==> src/rtl/stx_cfg.svh <==
`ifndef STX_CFG_SVH
`define STX_CFG_SVH

// ========
// register offsets (byte addresses)
`define STX_OFF_OFFTIME 8'h00
`define STX_OFF_STATUS 8'h04
`define STX_OFF_IRQ_STAT 8'h08
`define STX_OFF_IRQ_CLR 8'h0C
`define STX_OFF_IRQ_EN 8'h10

// ========
// timing
`define STX_CLK_PERIOD_NS 100
`define STX_OFF_TIME_NS 30000
`define STX_OFF_CYCLES (`STX_OFF_TIME_NS / `STX_CLK_PERIOD_NS)
// fast share of the off-time is 5/16 = 31.25 %
`define STX_FAST_NUM 5
`define STX_FAST_SHIFT 4

// ========
// translator
`define STX_HOME_POS 3'h1
`define STX_LVL_ZERO 2'h0
`define STX_LVL_MID 2'h1
`define STX_LVL_FULL 2'h2

// ========
// interrupt bit positions
`define STX_IRQ_STEP 0
`define STX_IRQ_FAULT 1
`define STX_IRQ_TRIP1 2
`define STX_IRQ_TRIP2 3
`define STX_IRQ_W 4

`define STX_RESP_OKAY 2'h0
`define STX_RESP_SLVERR 2'h2

`endif

==> src/rtl/stx_pkg.sv <==
package stx_pkg;

    typedef enum logic [1:0] {
        STX_CHOP_ON,
        STX_CHOP_FAST,
        STX_CHOP_SLOW
    } stx_chop_e;

    // gate drives of one full bridge
    typedef struct packed {
        logic src_a;
        logic snk_a;
        logic src_b;
        logic snk_b;
    } stx_bridge_s;

    // translator output for one phase
    typedef struct packed {
        logic neg;
        logic [1:0] level;
    } stx_phase_s;

endpackage

==> src/rtl/stx_chopper.sv <==
`timescale 1ns/100ps
`include "stx_cfg.svh"

// fixed off-time chopper for one bridge
module stx_chopper #(
    parameter int OFF_W = 16
) (
    input wire logic clk,
    input wire logic reset_n,
    input wire logic trip,
    input wire logic mixed,
    input wire logic zero_current,
    input wire logic [OFF_W-1:0] off_len,
    output stx_pkg::stx_chop_e mode_q,
    output logic zero_seen_q
);

    logic [OFF_W-1:0] cnt_q;
    logic [OFF_W-1:0] fast_len;
    logic [OFF_W+3:0] prod;

    // fast part is the off-time scaled by 5/16
    assign prod = {4'h0, off_len} * (OFF_W+4)'(`STX_FAST_NUM);
    assign fast_len = prod[OFF_W+3:`STX_FAST_SHIFT];

    // ========
    // decay sequencing
    always_ff @(posedge clk) begin
        if (!reset_n) begin
            mode_q <= stx_pkg::STX_CHOP_ON;
            cnt_q <= '0;
        end else begin
            case (mode_q)
                stx_pkg::STX_CHOP_ON: begin
                    cnt_q <= '0;
                    if (trip) begin
                        // a zero fast share degenerates to plain slow decay
                        if (mixed && fast_len != '0) begin
                            mode_q <= stx_pkg::STX_CHOP_FAST;
                        end else begin
                            mode_q <= stx_pkg::STX_CHOP_SLOW;
                        end
                    end
                end
                stx_pkg::STX_CHOP_FAST: begin
                    cnt_q <= cnt_q + 1'b1;
                    if (cnt_q + 1'b1 >= fast_len) begin
                        mode_q <= stx_pkg::STX_CHOP_SLOW;
                    end
                end
                stx_pkg::STX_CHOP_SLOW: begin
                    cnt_q <= cnt_q + 1'b1;
                    if (cnt_q + 1'b1 >= off_len) begin
                        mode_q <= stx_pkg::STX_CHOP_ON;
                    end
                end
                default: begin
                    mode_q <= stx_pkg::STX_CHOP_ON;
                end
            endcase
        end
    end

    // zero current latched for the rest of the off-time
    always_ff @(posedge clk) begin
        if (!reset_n) begin
            zero_seen_q <= 1'b0;
        end else if (mode_q == stx_pkg::STX_CHOP_ON) begin
            zero_seen_q <= 1'b0;
        end else if (zero_current) begin
            zero_seen_q <= 1'b1;
        end
    end

endmodule // stx_chopper

==> src/rtl/stx_translator.sv <==
`timescale 1ns/100ps
`include "stx_cfg.svh"

module stx_translator #(
    parameter int OFF_W = 16
) (
    input wire logic clk,
    input wire logic reset_n,
    input wire logic step,
    input wire logic dir,
    input wire logic resolution_select,
    input wire logic trans_reset_n,
    input wire logic out_disable,
    input wire logic overtemp,
    input wire logic gate_reservoir_uv,
    input wire logic sink_gate_regulator_fault,
    input wire logic undervoltage_lockout,
    input wire logic [1:0] trip,
    input wire logic [1:0] zero_current,
    output stx_pkg::stx_bridge_s bridge1_q,
    output stx_pkg::stx_bridge_s bridge2_q,
    output stx_pkg::stx_phase_s phase1_q,
    output stx_pkg::stx_phase_s phase2_q,
    output logic [1:0] mixed_q,
    output logic irq_q,
    input wire logic [7:0] s_axi_awaddr,
    input wire logic s_axi_awvalid,
    output logic s_axi_awready,
    input wire logic [31:0] s_axi_wdata,
    input wire logic [3:0] s_axi_wstrb,
    input wire logic s_axi_wvalid,
    output logic s_axi_wready,
    output logic [1:0] s_axi_bresp,
    output logic s_axi_bvalid,
    input wire logic s_axi_bready,
    input wire logic [7:0] s_axi_araddr,
    input wire logic s_axi_arvalid,
    output logic s_axi_arready,
    output logic [31:0] s_axi_rdata,
    output logic [1:0] s_axi_rresp,
    output logic s_axi_rvalid,
    input wire logic s_axi_rready
);

    // ========
    // level table
    function automatic stx_pkg::stx_phase_s phase_of(input logic [2:0] pos, input logic second);
        logic [2:0] p;
        stx_pkg::stx_phase_s r;
        p = second ? pos - 3'h2 : pos; // phase 2 lags phase 1 by two positions
        r.neg = (p == 3'h3) || (p == 3'h4) || (p == 3'h5);
        case (p)
            3'h0, 3'h4: r.level = `STX_LVL_FULL;
            3'h2, 3'h6: r.level = `STX_LVL_ZERO;
            default: r.level = `STX_LVL_MID;
        endcase
        return r;
    endfunction

    function automatic logic [31:0] merge(input logic [31:0] old, input logic [31:0] val,
                                          input logic [3:0] be);
        logic [31:0] r;
        r = old;
        for (int i = 0; i < 4; i++) begin
            if (be[i]) begin
                r[8*i +: 8] = val[8*i +: 8];
            end
        end
        return r;
    endfunction

    logic [2:0] pos_q;
    logic [2:0] pos_d;
    logic step_s1_q;
    logic step_s2_q;
    logic step_s3_q;
    logic step_rise;
    logic home_hold;
    logic kill;
    logic kill_q;
    logic [OFF_W-1:0] off_len_q;
    logic [`STX_IRQ_W-1:0] irq_stat_q;
    logic [`STX_IRQ_W-1:0] irq_en_q;
    logic [`STX_IRQ_W-1:0] irq_set;
    logic [`STX_IRQ_W-1:0] irq_clr;
    stx_pkg::stx_chop_e chop_mode [2];
    logic [1:0] zero_seen;
    stx_pkg::stx_phase_s new1;
    stx_pkg::stx_phase_s new2;

    // ========
    // step synchroniser; only the second and third stages feed the edge detect
    always_ff @(posedge clk) begin
        if (!reset_n) begin
            step_s1_q <= 1'b0;
            step_s2_q <= 1'b0;
            step_s3_q <= 1'b0;
        end else begin
            step_s1_q <= step;
            step_s2_q <= step_s1_q;
            step_s3_q <= step_s2_q;
        end
    end

    assign step_rise = step_s2_q && !step_s3_q;
    assign home_hold = !trans_reset_n || undervoltage_lockout;
    // output kill collects every shutdown source
    assign kill = out_disable || overtemp || gate_reservoir_uv
                  || sink_gate_regulator_fault || home_hold;

    // ========
    // next position: full step lands on even half-step numbers (odd indices)
    always_comb begin
        if (resolution_select || !pos_q[0]) begin
            pos_d = dir ? pos_q + 3'h1 : pos_q - 3'h1;
        end else begin
            pos_d = dir ? pos_q + 3'h2 : pos_q - 3'h2;
        end
    end

    assign new1 = phase_of(pos_d, 1'b0);
    assign new2 = phase_of(pos_d, 1'b1);

    // translator state; unaffected by the disable input
    always_ff @(posedge clk) begin
        if (!reset_n) begin
            pos_q <= `STX_HOME_POS;
            phase1_q <= phase_of(`STX_HOME_POS, 1'b0);
            phase2_q <= phase_of(`STX_HOME_POS, 1'b1);
            mixed_q <= 2'h3;
        end else if (home_hold) begin
            pos_q <= `STX_HOME_POS;
            phase1_q <= phase_of(`STX_HOME_POS, 1'b0);
            phase2_q <= phase_of(`STX_HOME_POS, 1'b1);
            mixed_q <= 2'h3;
        end else if (step_rise) begin
            pos_q <= pos_d;
            phase1_q <= new1;
            phase2_q <= new2;
            mixed_q[0] <= new1.level < phase1_q.level;
            mixed_q[1] <= new2.level < phase2_q.level;
        end
    end

    // ========
    // off-time choppers
    for (genvar g = 0; g < 2; g++) begin : g_chop
        stx_chopper #(
            .OFF_W(OFF_W)
        ) u_chop (
            .clk(clk),
            .reset_n(reset_n),
            .trip(trip[g] && !kill),
            .mixed(mixed_q[g]),
            .zero_current(zero_current[g]),
            .off_len(off_len_q),
            .mode_q(chop_mode[g]),
            .zero_seen_q(zero_seen[g])
        );
    end

    function automatic stx_pkg::stx_bridge_s drive(input stx_pkg::stx_phase_s ph,
                                                   input stx_pkg::stx_chop_e m,
                                                   input logic zs, input logic off);
        stx_pkg::stx_bridge_s b;
        logic fwd_src;
        logic fwd_snk;
        logic rev_src;
        logic rev_snk;
        fwd_src = 1'b0;
        fwd_snk = 1'b0;
        rev_src = 1'b0;
        rev_snk = 1'b0;
        if (!off && ph.level != `STX_LVL_ZERO) begin
            case (m)
                stx_pkg::STX_CHOP_ON: begin
                    fwd_src = 1'b1;
                    fwd_snk = 1'b1;
                end
                stx_pkg::STX_CHOP_FAST: begin
                    rev_src = !zs;
                    rev_snk = !zs;
                end
                stx_pkg::STX_CHOP_SLOW: begin
                    fwd_snk = !zs;
                    rev_snk = !zs;
                end
                default: begin
                    fwd_src = 1'b0;
                end
            endcase
        end
        // forward diagonal is source A to sink B for positive current
        b.src_a = ph.neg ? rev_src : fwd_src;
        b.snk_b = ph.neg ? rev_snk : fwd_snk;
        b.src_b = ph.neg ? fwd_src : rev_src;
        b.snk_a = ph.neg ? fwd_snk : rev_snk;
        return b;
    endfunction

    // gates registered so every pin comes from a flip-flop
    always_ff @(posedge clk) begin
        if (!reset_n) begin
            bridge1_q <= '0;
            bridge2_q <= '0;
        end else begin
            bridge1_q <= drive(phase1_q, chop_mode[0], zero_seen[0], kill);
            bridge2_q <= drive(phase2_q, chop_mode[1], zero_seen[1], kill);
        end
    end

    // ========
    // interrupts: set wins over a simultaneous clear
    always_ff @(posedge clk) begin
        if (!reset_n) begin
            kill_q <= 1'b1;
        end else begin
            kill_q <= overtemp || gate_reservoir_uv || sink_gate_regulator_fault
                      || undervoltage_lockout;
        end
    end

    always_comb begin
        irq_set = '0;
        irq_set[`STX_IRQ_STEP] = step_rise && !home_hold;
        irq_set[`STX_IRQ_FAULT] = !kill_q && (overtemp || gate_reservoir_uv
                                  || sink_gate_regulator_fault || undervoltage_lockout);
        irq_set[`STX_IRQ_TRIP1] = trip[0] && chop_mode[0] == stx_pkg::STX_CHOP_ON && !kill;
        irq_set[`STX_IRQ_TRIP2] = trip[1] && chop_mode[1] == stx_pkg::STX_CHOP_ON && !kill;
    end

    always_ff @(posedge clk) begin
        if (!reset_n) begin
            irq_stat_q <= '0;
            irq_q <= 1'b0;
        end else begin
            irq_stat_q <= (irq_stat_q & ~irq_clr) | irq_set;
            irq_q <= |(((irq_stat_q & ~irq_clr) | irq_set) & irq_en_q);
        end
    end

    // ========
    // AXI4-Lite write: address and data taken in either order
    logic aw_got_q;
    logic w_got_q;
    logic [7:0] waddr_q;
    logic [31:0] wdata_q;
    logic [3:0] wstrb_q;
    logic do_write;
    logic [31:0] cur;

    assign do_write = aw_got_q && w_got_q && !s_axi_bvalid;
    assign irq_clr = (do_write && waddr_q == `STX_OFF_IRQ_CLR && wstrb_q[0])
                     ? wdata_q[`STX_IRQ_W-1:0] : '0;
    assign cur = merge({{(32-OFF_W){1'b0}}, off_len_q}, wdata_q, wstrb_q);

    always_ff @(posedge clk) begin
        if (!reset_n) begin
            aw_got_q <= 1'b0;
            w_got_q <= 1'b0;
            waddr_q <= '0;
            wdata_q <= '0;
            wstrb_q <= '0;
            s_axi_awready <= 1'b1;
            s_axi_wready <= 1'b1;
            s_axi_bvalid <= 1'b0;
            s_axi_bresp <= `STX_RESP_OKAY;
        end else begin
            if (s_axi_awvalid && s_axi_awready) begin
                aw_got_q <= 1'b1;
                waddr_q <= {s_axi_awaddr[7:2], 2'h0};
                s_axi_awready <= 1'b0;
            end
            if (s_axi_wvalid && s_axi_wready) begin
                w_got_q <= 1'b1;
                wdata_q <= s_axi_wdata;
                wstrb_q <= s_axi_wstrb;
                s_axi_wready <= 1'b0;
            end
            if (do_write) begin
                aw_got_q <= 1'b0;
                w_got_q <= 1'b0;
                s_axi_bvalid <= 1'b1;
                case (waddr_q)
                    `STX_OFF_OFFTIME, `STX_OFF_IRQ_CLR, `STX_OFF_IRQ_EN,
                    `STX_OFF_STATUS, `STX_OFF_IRQ_STAT: s_axi_bresp <= `STX_RESP_OKAY;
                    default: s_axi_bresp <= `STX_RESP_SLVERR;
                endcase
            end
            if (s_axi_bvalid && s_axi_bready) begin
                s_axi_bvalid <= 1'b0;
                s_axi_awready <= 1'b1;
                s_axi_wready <= 1'b1;
            end
        end
    end

    // writable registers; status registers ignore writes
    always_ff @(posedge clk) begin
        if (!reset_n) begin
            off_len_q <= OFF_W'(`STX_OFF_CYCLES);
            irq_en_q <= '0;
        end else if (do_write) begin
            if (waddr_q == `STX_OFF_OFFTIME && cur[OFF_W-1:0] != '0) begin
                off_len_q <= cur[OFF_W-1:0]; // a zero length would end the off-time after one slow cycle
            end
            if (waddr_q == `STX_OFF_IRQ_EN && wstrb_q[0]) begin
                irq_en_q <= wdata_q[`STX_IRQ_W-1:0];
            end
        end
    end

    // ========
    // AXI4-Lite read: one cycle after the address is taken
    always_ff @(posedge clk) begin
        if (!reset_n) begin
            s_axi_arready <= 1'b1;
            s_axi_rvalid <= 1'b0;
            s_axi_rdata <= '0;
            s_axi_rresp <= `STX_RESP_OKAY;
        end else if (s_axi_arvalid && s_axi_arready) begin
            s_axi_arready <= 1'b0;
            s_axi_rvalid <= 1'b1;
            s_axi_rresp <= `STX_RESP_OKAY;
            case ({s_axi_araddr[7:2], 2'h0})
                `STX_OFF_OFFTIME: s_axi_rdata <= 32'(off_len_q);
                `STX_OFF_STATUS: s_axi_rdata <= {16'h0, 1'(kill), mixed_q,
                    2'(chop_mode[1]), 2'(chop_mode[0]), phase2_q, phase1_q, pos_q};
                `STX_OFF_IRQ_STAT: s_axi_rdata <= 32'(irq_stat_q);
                `STX_OFF_IRQ_EN: s_axi_rdata <= 32'(irq_en_q);
                `STX_OFF_IRQ_CLR: s_axi_rdata <= 32'h0;
                default: begin
                    s_axi_rdata <= 32'h0;
                    s_axi_rresp <= `STX_RESP_SLVERR;
                end
            endcase
        end else if (s_axi_rvalid && s_axi_rready) begin
            s_axi_rvalid <= 1'b0;
            s_axi_arready <= 1'b1;
        end
    end

endmodule // stx_translator

==> config.mk <==
export PLATFORM = sky130hd
export DESIGN_NAME = stx_translator
export DESIGN_NICKNAME = d
export VERILOG_FILES = /design/src/rtl/stx_pkg.sv /design/src/rtl/stx_chopper.sv /design/src/rtl/stx_translator.sv
export VERILOG_INCLUDE_DIRS = /design/src /design/src/rtl
export SDC_FILE = /design/constraint.sdc
export NUM_CORES = 1
export LEC_CHECK = 0
export ABC_AREA = 1
export BUFFER_PORTS_ARGS = -buffer_cell sky130_fd_sc_hd__buf_2
export CAP_MARGIN = 30
export CORE_AREA = 10 10 144 146
export CTS_BUF_LIST = sky130_fd_sc_hd__clkbuf_4 sky130_fd_sc_hd__clkbuf_8
export CTS_CLUSTER_SIZE = 20
export DETAILED_ROUTE_END_ITERATION = 6
export DIE_AREA = 0 0 154 156
export MAX_ROUTING_LAYER = met4
export PLACE_DENSITY = 0.78
export SLEW_MARGIN = 20
export SYNTH_ARGS = -nofsm -noshare
export SYNTH_HDL_FRONTEND = slang
export SYNTH_SLANG_ARGS = --single-unit
==> constraint.sdc <==
create_clock -name clk -period 6.2 [get_ports clk]
set_clock_uncertainty 0.05 [all_clocks]
set_input_delay 0 -clock clk [delete_from_list [all_inputs] [get_ports clk]]
set_output_delay 0 -clock clk [all_outputs]
set_load 0.05 [all_outputs]
# == Word-level counts from Yosys, hierarchy flattened ==
# Cells that the tools add are included.
# Widths: inputs -> output; s select.
# totals
register_bits,153
inputBits,72
out_inout_bits,58
# classes
addsub,7
mul,1
order_cmp,6
eq_ne,28
mux,51
bitwise,5
reduce_logical,77
# op_table
cell,n
$pmux 16 s2,2
$pmux 16 s4,1
$add 16x1->16 const B,2
$ge 16x15->1,2
$ge 16x16->1,2
$reduce_bool 16->1,2
$mux 1,26
$eq 6x2->1 const B,4
$logic_and 1x1->1,24
$reduce_or 2->1,11
$mux 2,10
$mul 16x3->19 const B,1
$eq 3x3->1 const B,6
$mux 8,2
$logic_or 1x1->1,13
$eq 3x2->1 const B,4
$eq 6x1->1 const B,2
$eq 6x3->1 const B,2
$ne 2x1->1 const B,6
$pmux 2 s3,2
$reduce_bool 2->1,5
$reduce_or 5->1,2
$logic_not 1->1,9
$mux 3,3
21 further kinds,32

# == Longest topological paths before layout ==
# depth
word_depth,10
ltp_mapped,27
ltp_nobuf,27

# == Hierarchy ==
# From an unflattened synthesis, not the netlist that was laid out.
# unflattened
cells_unflattened,1636
area_unflattened_um2,10507.6
# modules_own_cells
mod,instances,cells_per_inst,area_per_inst_um2,seq_area_each_um2
stx_translator,1,661,4563.1,1921.8
stx_chopper at g_chop[1].u_chop,1,489,2989.1,380.4
stx_chopper at g_chop[0].u_chop,1,486,2955.3,380.4

# == Least setup slack after synthesis ==
# Ideal clock, no wire load.
# synth_timing
path_type,flip-flop to flip-flop
from,register off_len_q[1]
to,register g_chop[1].u_chop.mode_q[0]
setup_time_ns,0.113
arrival_ns,2.746
required_ns,6.037
setup_slack_ns,3.291
stages_incl_launch_ff,26
n_path_buf,0
period_less_slack_ns,2.909
cell_sequence,dfxtp_1 > ha_1 > nand3_1 > inv_1 > fa_1 > nand2_1 > o21ai_2 > nand2_1 > nand2_1 > xor2_1 > inv_1 > ha_1 > a21oi_1 > nand2_1 > nand2_1 > nand2_1 > nand2_1 > nand3_1 > nand2_1 > nand2_1 > nand2_1 > nand2_1 > nand2_2 > nand2_1 > nand2_1 > nor2_1
# synth_between
elab_chain_cells,6
# synth_rtl
item,line,text
"start, declared",stx_translator.sv:81,logic [OFF_W-1:0] off_len_q;
"start signal, assigned",stx_translator.sv:301,off_len_q <= OFF_W'(`STX_OFF_CYCLES);
"start signal, assigned",stx_translator.sv:305,off_len_q <= cur[OFF_W-1:0];
branches (longest 6 deep; another with $mul 16x3->19),--,
"end signal, assigned",stx_chopper.sv:30,mode_q <= stx_pkg::STX_CHOP_ON;
"end signal, assigned",stx_chopper.sv:39,mode_q <= stx_pkg::STX_CHOP_FAST;
"end signal, assigned",stx_chopper.sv:41,mode_q <= stx_pkg::STX_CHOP_SLOW;
"end, declared",stx_chopper.sv:14,"output stx_pkg::stx_chop_e mode_q,"
# Parallel ways; which one is timed is not known. The select of a mux whose other input is x is not followed.
# A chain may end at the register's enable or synchronous reset.

# == Worst setup path in the final report ==
# layout_timing
from,register off_len_q[2]
to,register g_chop[0].u_chop.mode_q[0]
# layout_between
elab_chain_cells,6
# layout_rtl
item,line
branches (longest 6 deep; another with $mul 16x3->19),--
"end signal, assigned",stx_chopper.sv:30
"end signal, assigned",stx_chopper.sv:39
"end signal, assigned",stx_chopper.sv:41
"end, declared",stx_chopper.sv:14
# Parallel ways; which one is timed is not known. The select of a mux whose other input is x is not followed.

==> results_dict.tcl <==
set metrics [dict create \
    critPathLaunchType "register" \
    async_flop_share 0 \
    cts.repair.resized 0 \
    num_rows 49 \
    setup-violations-final 0 \
    cp-end-kind "register" \
    port_buffers 89 \
    die_x_um 154 \
    max_freq_mhz 294 \
    drc 0 \
    antenna_found_initial 0 \
    clock_path_buffers 2 \
    ant_nets 0 \
    first_pass_iters 6 \
    grt.total_usage 0.203 \
    peakVddDrop_v 0.000193 \
    syn_inst 1247 \
    static-leakage-power_nw 4.91 \
    critPathMaxFanout 4 \
    layout-drive-gt1-share 0.107 \
    arrival_ns 3.75 \
    cts_root_buffer "clkbuf_8" \
    drt-initial-drc-count 554 \
    worstPathCellList "ha_1 -> ha_1 -> nand2_1 -> o21ai_2 -> nand2_1 -> nand2_2 -> nand3_1 -> nand2_1 -> nand2_1 -> a21oi_1 -> inv_1 -> ha_1 -> inv_1 -> nor3_1 -> nand2_1 -> nand2_1 -> nand2_1 -> nand2_1 -> nand2_1 -> nor2_1" \
    synth-edff-count 0 \
    nets 1536 \
    worst_pin_slew_ns 0.793 \
    utilization 0.559 \
    cts.sinks 134 \
    grt_pass1_vias 8212 \
    required_ns 6.56 \
    numCtsBuffers 17 \
    fillers 1639 \
    grt-ovfl-total 0 \
    area_growth_pct 15.6 \
    hold_violations 0 \
    boundaryPins 130 \
    slew_violations 0 \
    htree_levels 4 \
    clk_latency_ns 0.46 \
    num_antenna_cells 0 \
    slew_headroom 0.467 \
    powerDensity_nw_per_um2 229 \
    period_needed_ns 3.40 \
    num_vias 8439 \
    synth-seq-area-share 0.311 \
    outcome "finished clean" \
    multi_input_area_um2 5100 \
    place.gp.congestion 0.901 \
    coreArea_um2 17800 \
    vias_per_cell 5.26 \
    synth_cell_types 44 \
    period_share 0.548 \
    post-dp-hpwl_um 17600 \
    rsz0062_at_grt "false" \
    p_total_mw 2.28 \
    wl_per_cell_um 14.8 \
    die_y_um 156 \
    die_area_um2 24000 \
    synth_area_um2 8620 \
    clk_pin_slew_ns 0.08 \
    crit_top_cell "nand2_1" \
    grt_pass1_wl_um 39600 \
    hold_path_class "input port to register" \
    grt_max_degree 62 \
    cap_violations 0 \
    avgSynthCellArea_um2 6.91 \
    start_util 0.483 \
    yosysWarnings 0 \
    regArea_um2 2680 \
    cts_tree "done" \
    path_class "register to register" \
    ys_seq_elements 134 \
    finalWirelength_um 23800 \
    finalSetupTns_ns 0 \
    synth_ff_type "dfxtp_1" \
    stdcell_count 1604 \
    rr_worst_depth 20 \
    cp_slowest_cell "dfxtp_1" \
    max_stage_delay_ns 0.42 \
    hold-path-cell-count 4 \
    place_inst 1533 \
]
## Yosys cell counts (4+ instances only)
| cell | number | share of area |
|---|---|---|
| nand2_1 | 297 | 0.13 |
| inv_1 | 155 | 0.067 |
| dfxtp_1 | 134 | 0.31 |
| nor2_1 | 126 | 0.055 |
| a21oi_1 | 123 | 0.071 |
| ha_1 | 98 | 0.14 |
| o21ai_0 | 86 | 0.050 |
| nand3_1 | 35 | 0.020 |
| xor2_1 | 29 | 0.029 |
| clkbuf_1 | 25 | 0.011 |
| buf_4 | 22 | 0.019 |
| nor3_1 | 17 | 0.0099 |
| o22ai_1 | 12 | 0.0087 |
| nand4_1 | 10 | 0.0073 |
| o211ai_1 | 10 | 0.0087 |
| nand2_2 | 6 | 0.0044 |
| xnor2_1 | 6 | 0.0061 |
| a22oi_1 | 5 | 0.0044 |
| inv_2 | 5 | 0.0022 |
| a211oi_1 | 4 | 0.0035 |
| nor4_1 | 4 | 0.0029 |
| o21ai_1 | 4 | 0.0023 |
## registers in the layout, summed over array words and instances, names as in the netlist, 2 cells and up
name and count:
phase1_q 3, s_axi_rdata 16, irq_stat_q 4, bridge1_q 4, off_len_q 16, mixed_q 2, waddr_q 6, wstrb_q 2
g_chop.u_chop.zero_seen_q 2, bridge2_q 4, g_chop.u_chop.mode_q 4, irq_en_q 4, pos_q 3, phase2_q 2, wdata_q 16, g_chop.u_chop.cnt_q 32
## layout by cell type, fill, tap and decap left out, types with 35 or more instances in the layout
cell type and instances:
dfxtp_1 134, o21ai_0 86, a21oi_1 123, nor2_1 126, nand3_1 35, inv_1 155, nand2_1 297, ha_1 98
buf_2 89, dlygate4sd3_1 41
## worst paths after layout
kind / from / endpoint / slack, ns
setup / recovery: off_len_q[2]$_SDFFE_PN1P_ / g_chop[0].u_chop.mode_q[0]$_SDFFE_PN0P_ / 2.80
hold / removal: s_axi_araddr[3] / s_axi_rresp[1]$_SDFFE_PN0P_ / 0.03
setup reg to reg: off_len_q[2]$_SDFFE_PN1P_ / g_chop[0].u_chop.mode_q[0]$_SDFFE_PN0P_ / 2.80
hold reg to reg: step_s1_q$_SDFF_PN0_ / step_s2_q$_SDFF_PN0_ / 0.37
## report_power, final
group | internal (mW) | switching (mW) | leakage [nW] | total [mW]
sequential | 0.906 | 0.0407 | 1.09 | 0.947
clock | 0.410 | 0.363 | 0.202 | 0.773
combinational | 0.184 | 0.380 | 3.62 | 0.564
total | 1.50 | 0.783 | 4.91 | 2.28
## through the flow
step	instance area [um2]	hold WS (ns)	setup slack, ns
2_1_floorplan	8680	0.0476	3.29
3_3_place_gp	9140	0.136	2.88
5_1_grt	9970	0.0653	2.52
3_5_place_dp	9150	0.148	2.86
4_1_cts	9970	0.00520	2.81
6_report	9970	0.0269	2.80
## per-layer routing
metal / wire, um / part of all wire / up-vias / track usage
met2: 11500 / 0.48 / 276 / 0.346
met4: 615 / 0.026 / 0 / 0.0697
met1: 10300 / 0.43 / 3854 / 0.233
met3: 1430 / 0.060 / 51 / 0.0411
met5: 0 / 0 / - / -
li1: - / - / 4258 / -
## cell families (layout without fill, tap and decap cells)
family,count (synthesis),in the layout,synth area share
AND/OR/NAND/NOR,506,506,0.241
flip-flops,134,134,0.311
buffers and inverters,215,326,0.105
adder cells (fa/ha/maj),100,100,0.147
AO/OA/AOI/OAI,256,256,0.160
XOR/XNOR,35,35,0.0356
other,1,18,0.000435
## repair_timing
action / 4_1_cts / 5_1_grt
hold endpoints to repair: 43 / 0
setup buffers: 0 / 0
hold buffers: 41 / 0
## layout make-up
| class | instances | share of cell area |
|---|---|---|
| Multi-Input combinational cell | 915 | 0.511 |
| Sequential cell | 134 | 0.269 |
| Timing Repair Buffer | 134 | 0.0889 |
| Inverter | 162 | 0.0610 |
| Tap cell | 229 | 0.0288 |
| Clock buffer | 19 | 0.0256 |
| Clock inverter | 11 | 0.0151 |
## critical path, delay by kind of cell, from the launching register on
| kind | cells | cell delay [ns] |
|---|---|---|
| compound gates | 2 | 0.55 |
| fa+ha+maj | 3 | 0.90 |
| buf+inv | 2 | 0.19 |
| flops | 1 | 0.42 |
| simple gates | 13 | 1.23 |
(Power assumes the default switching activity.)
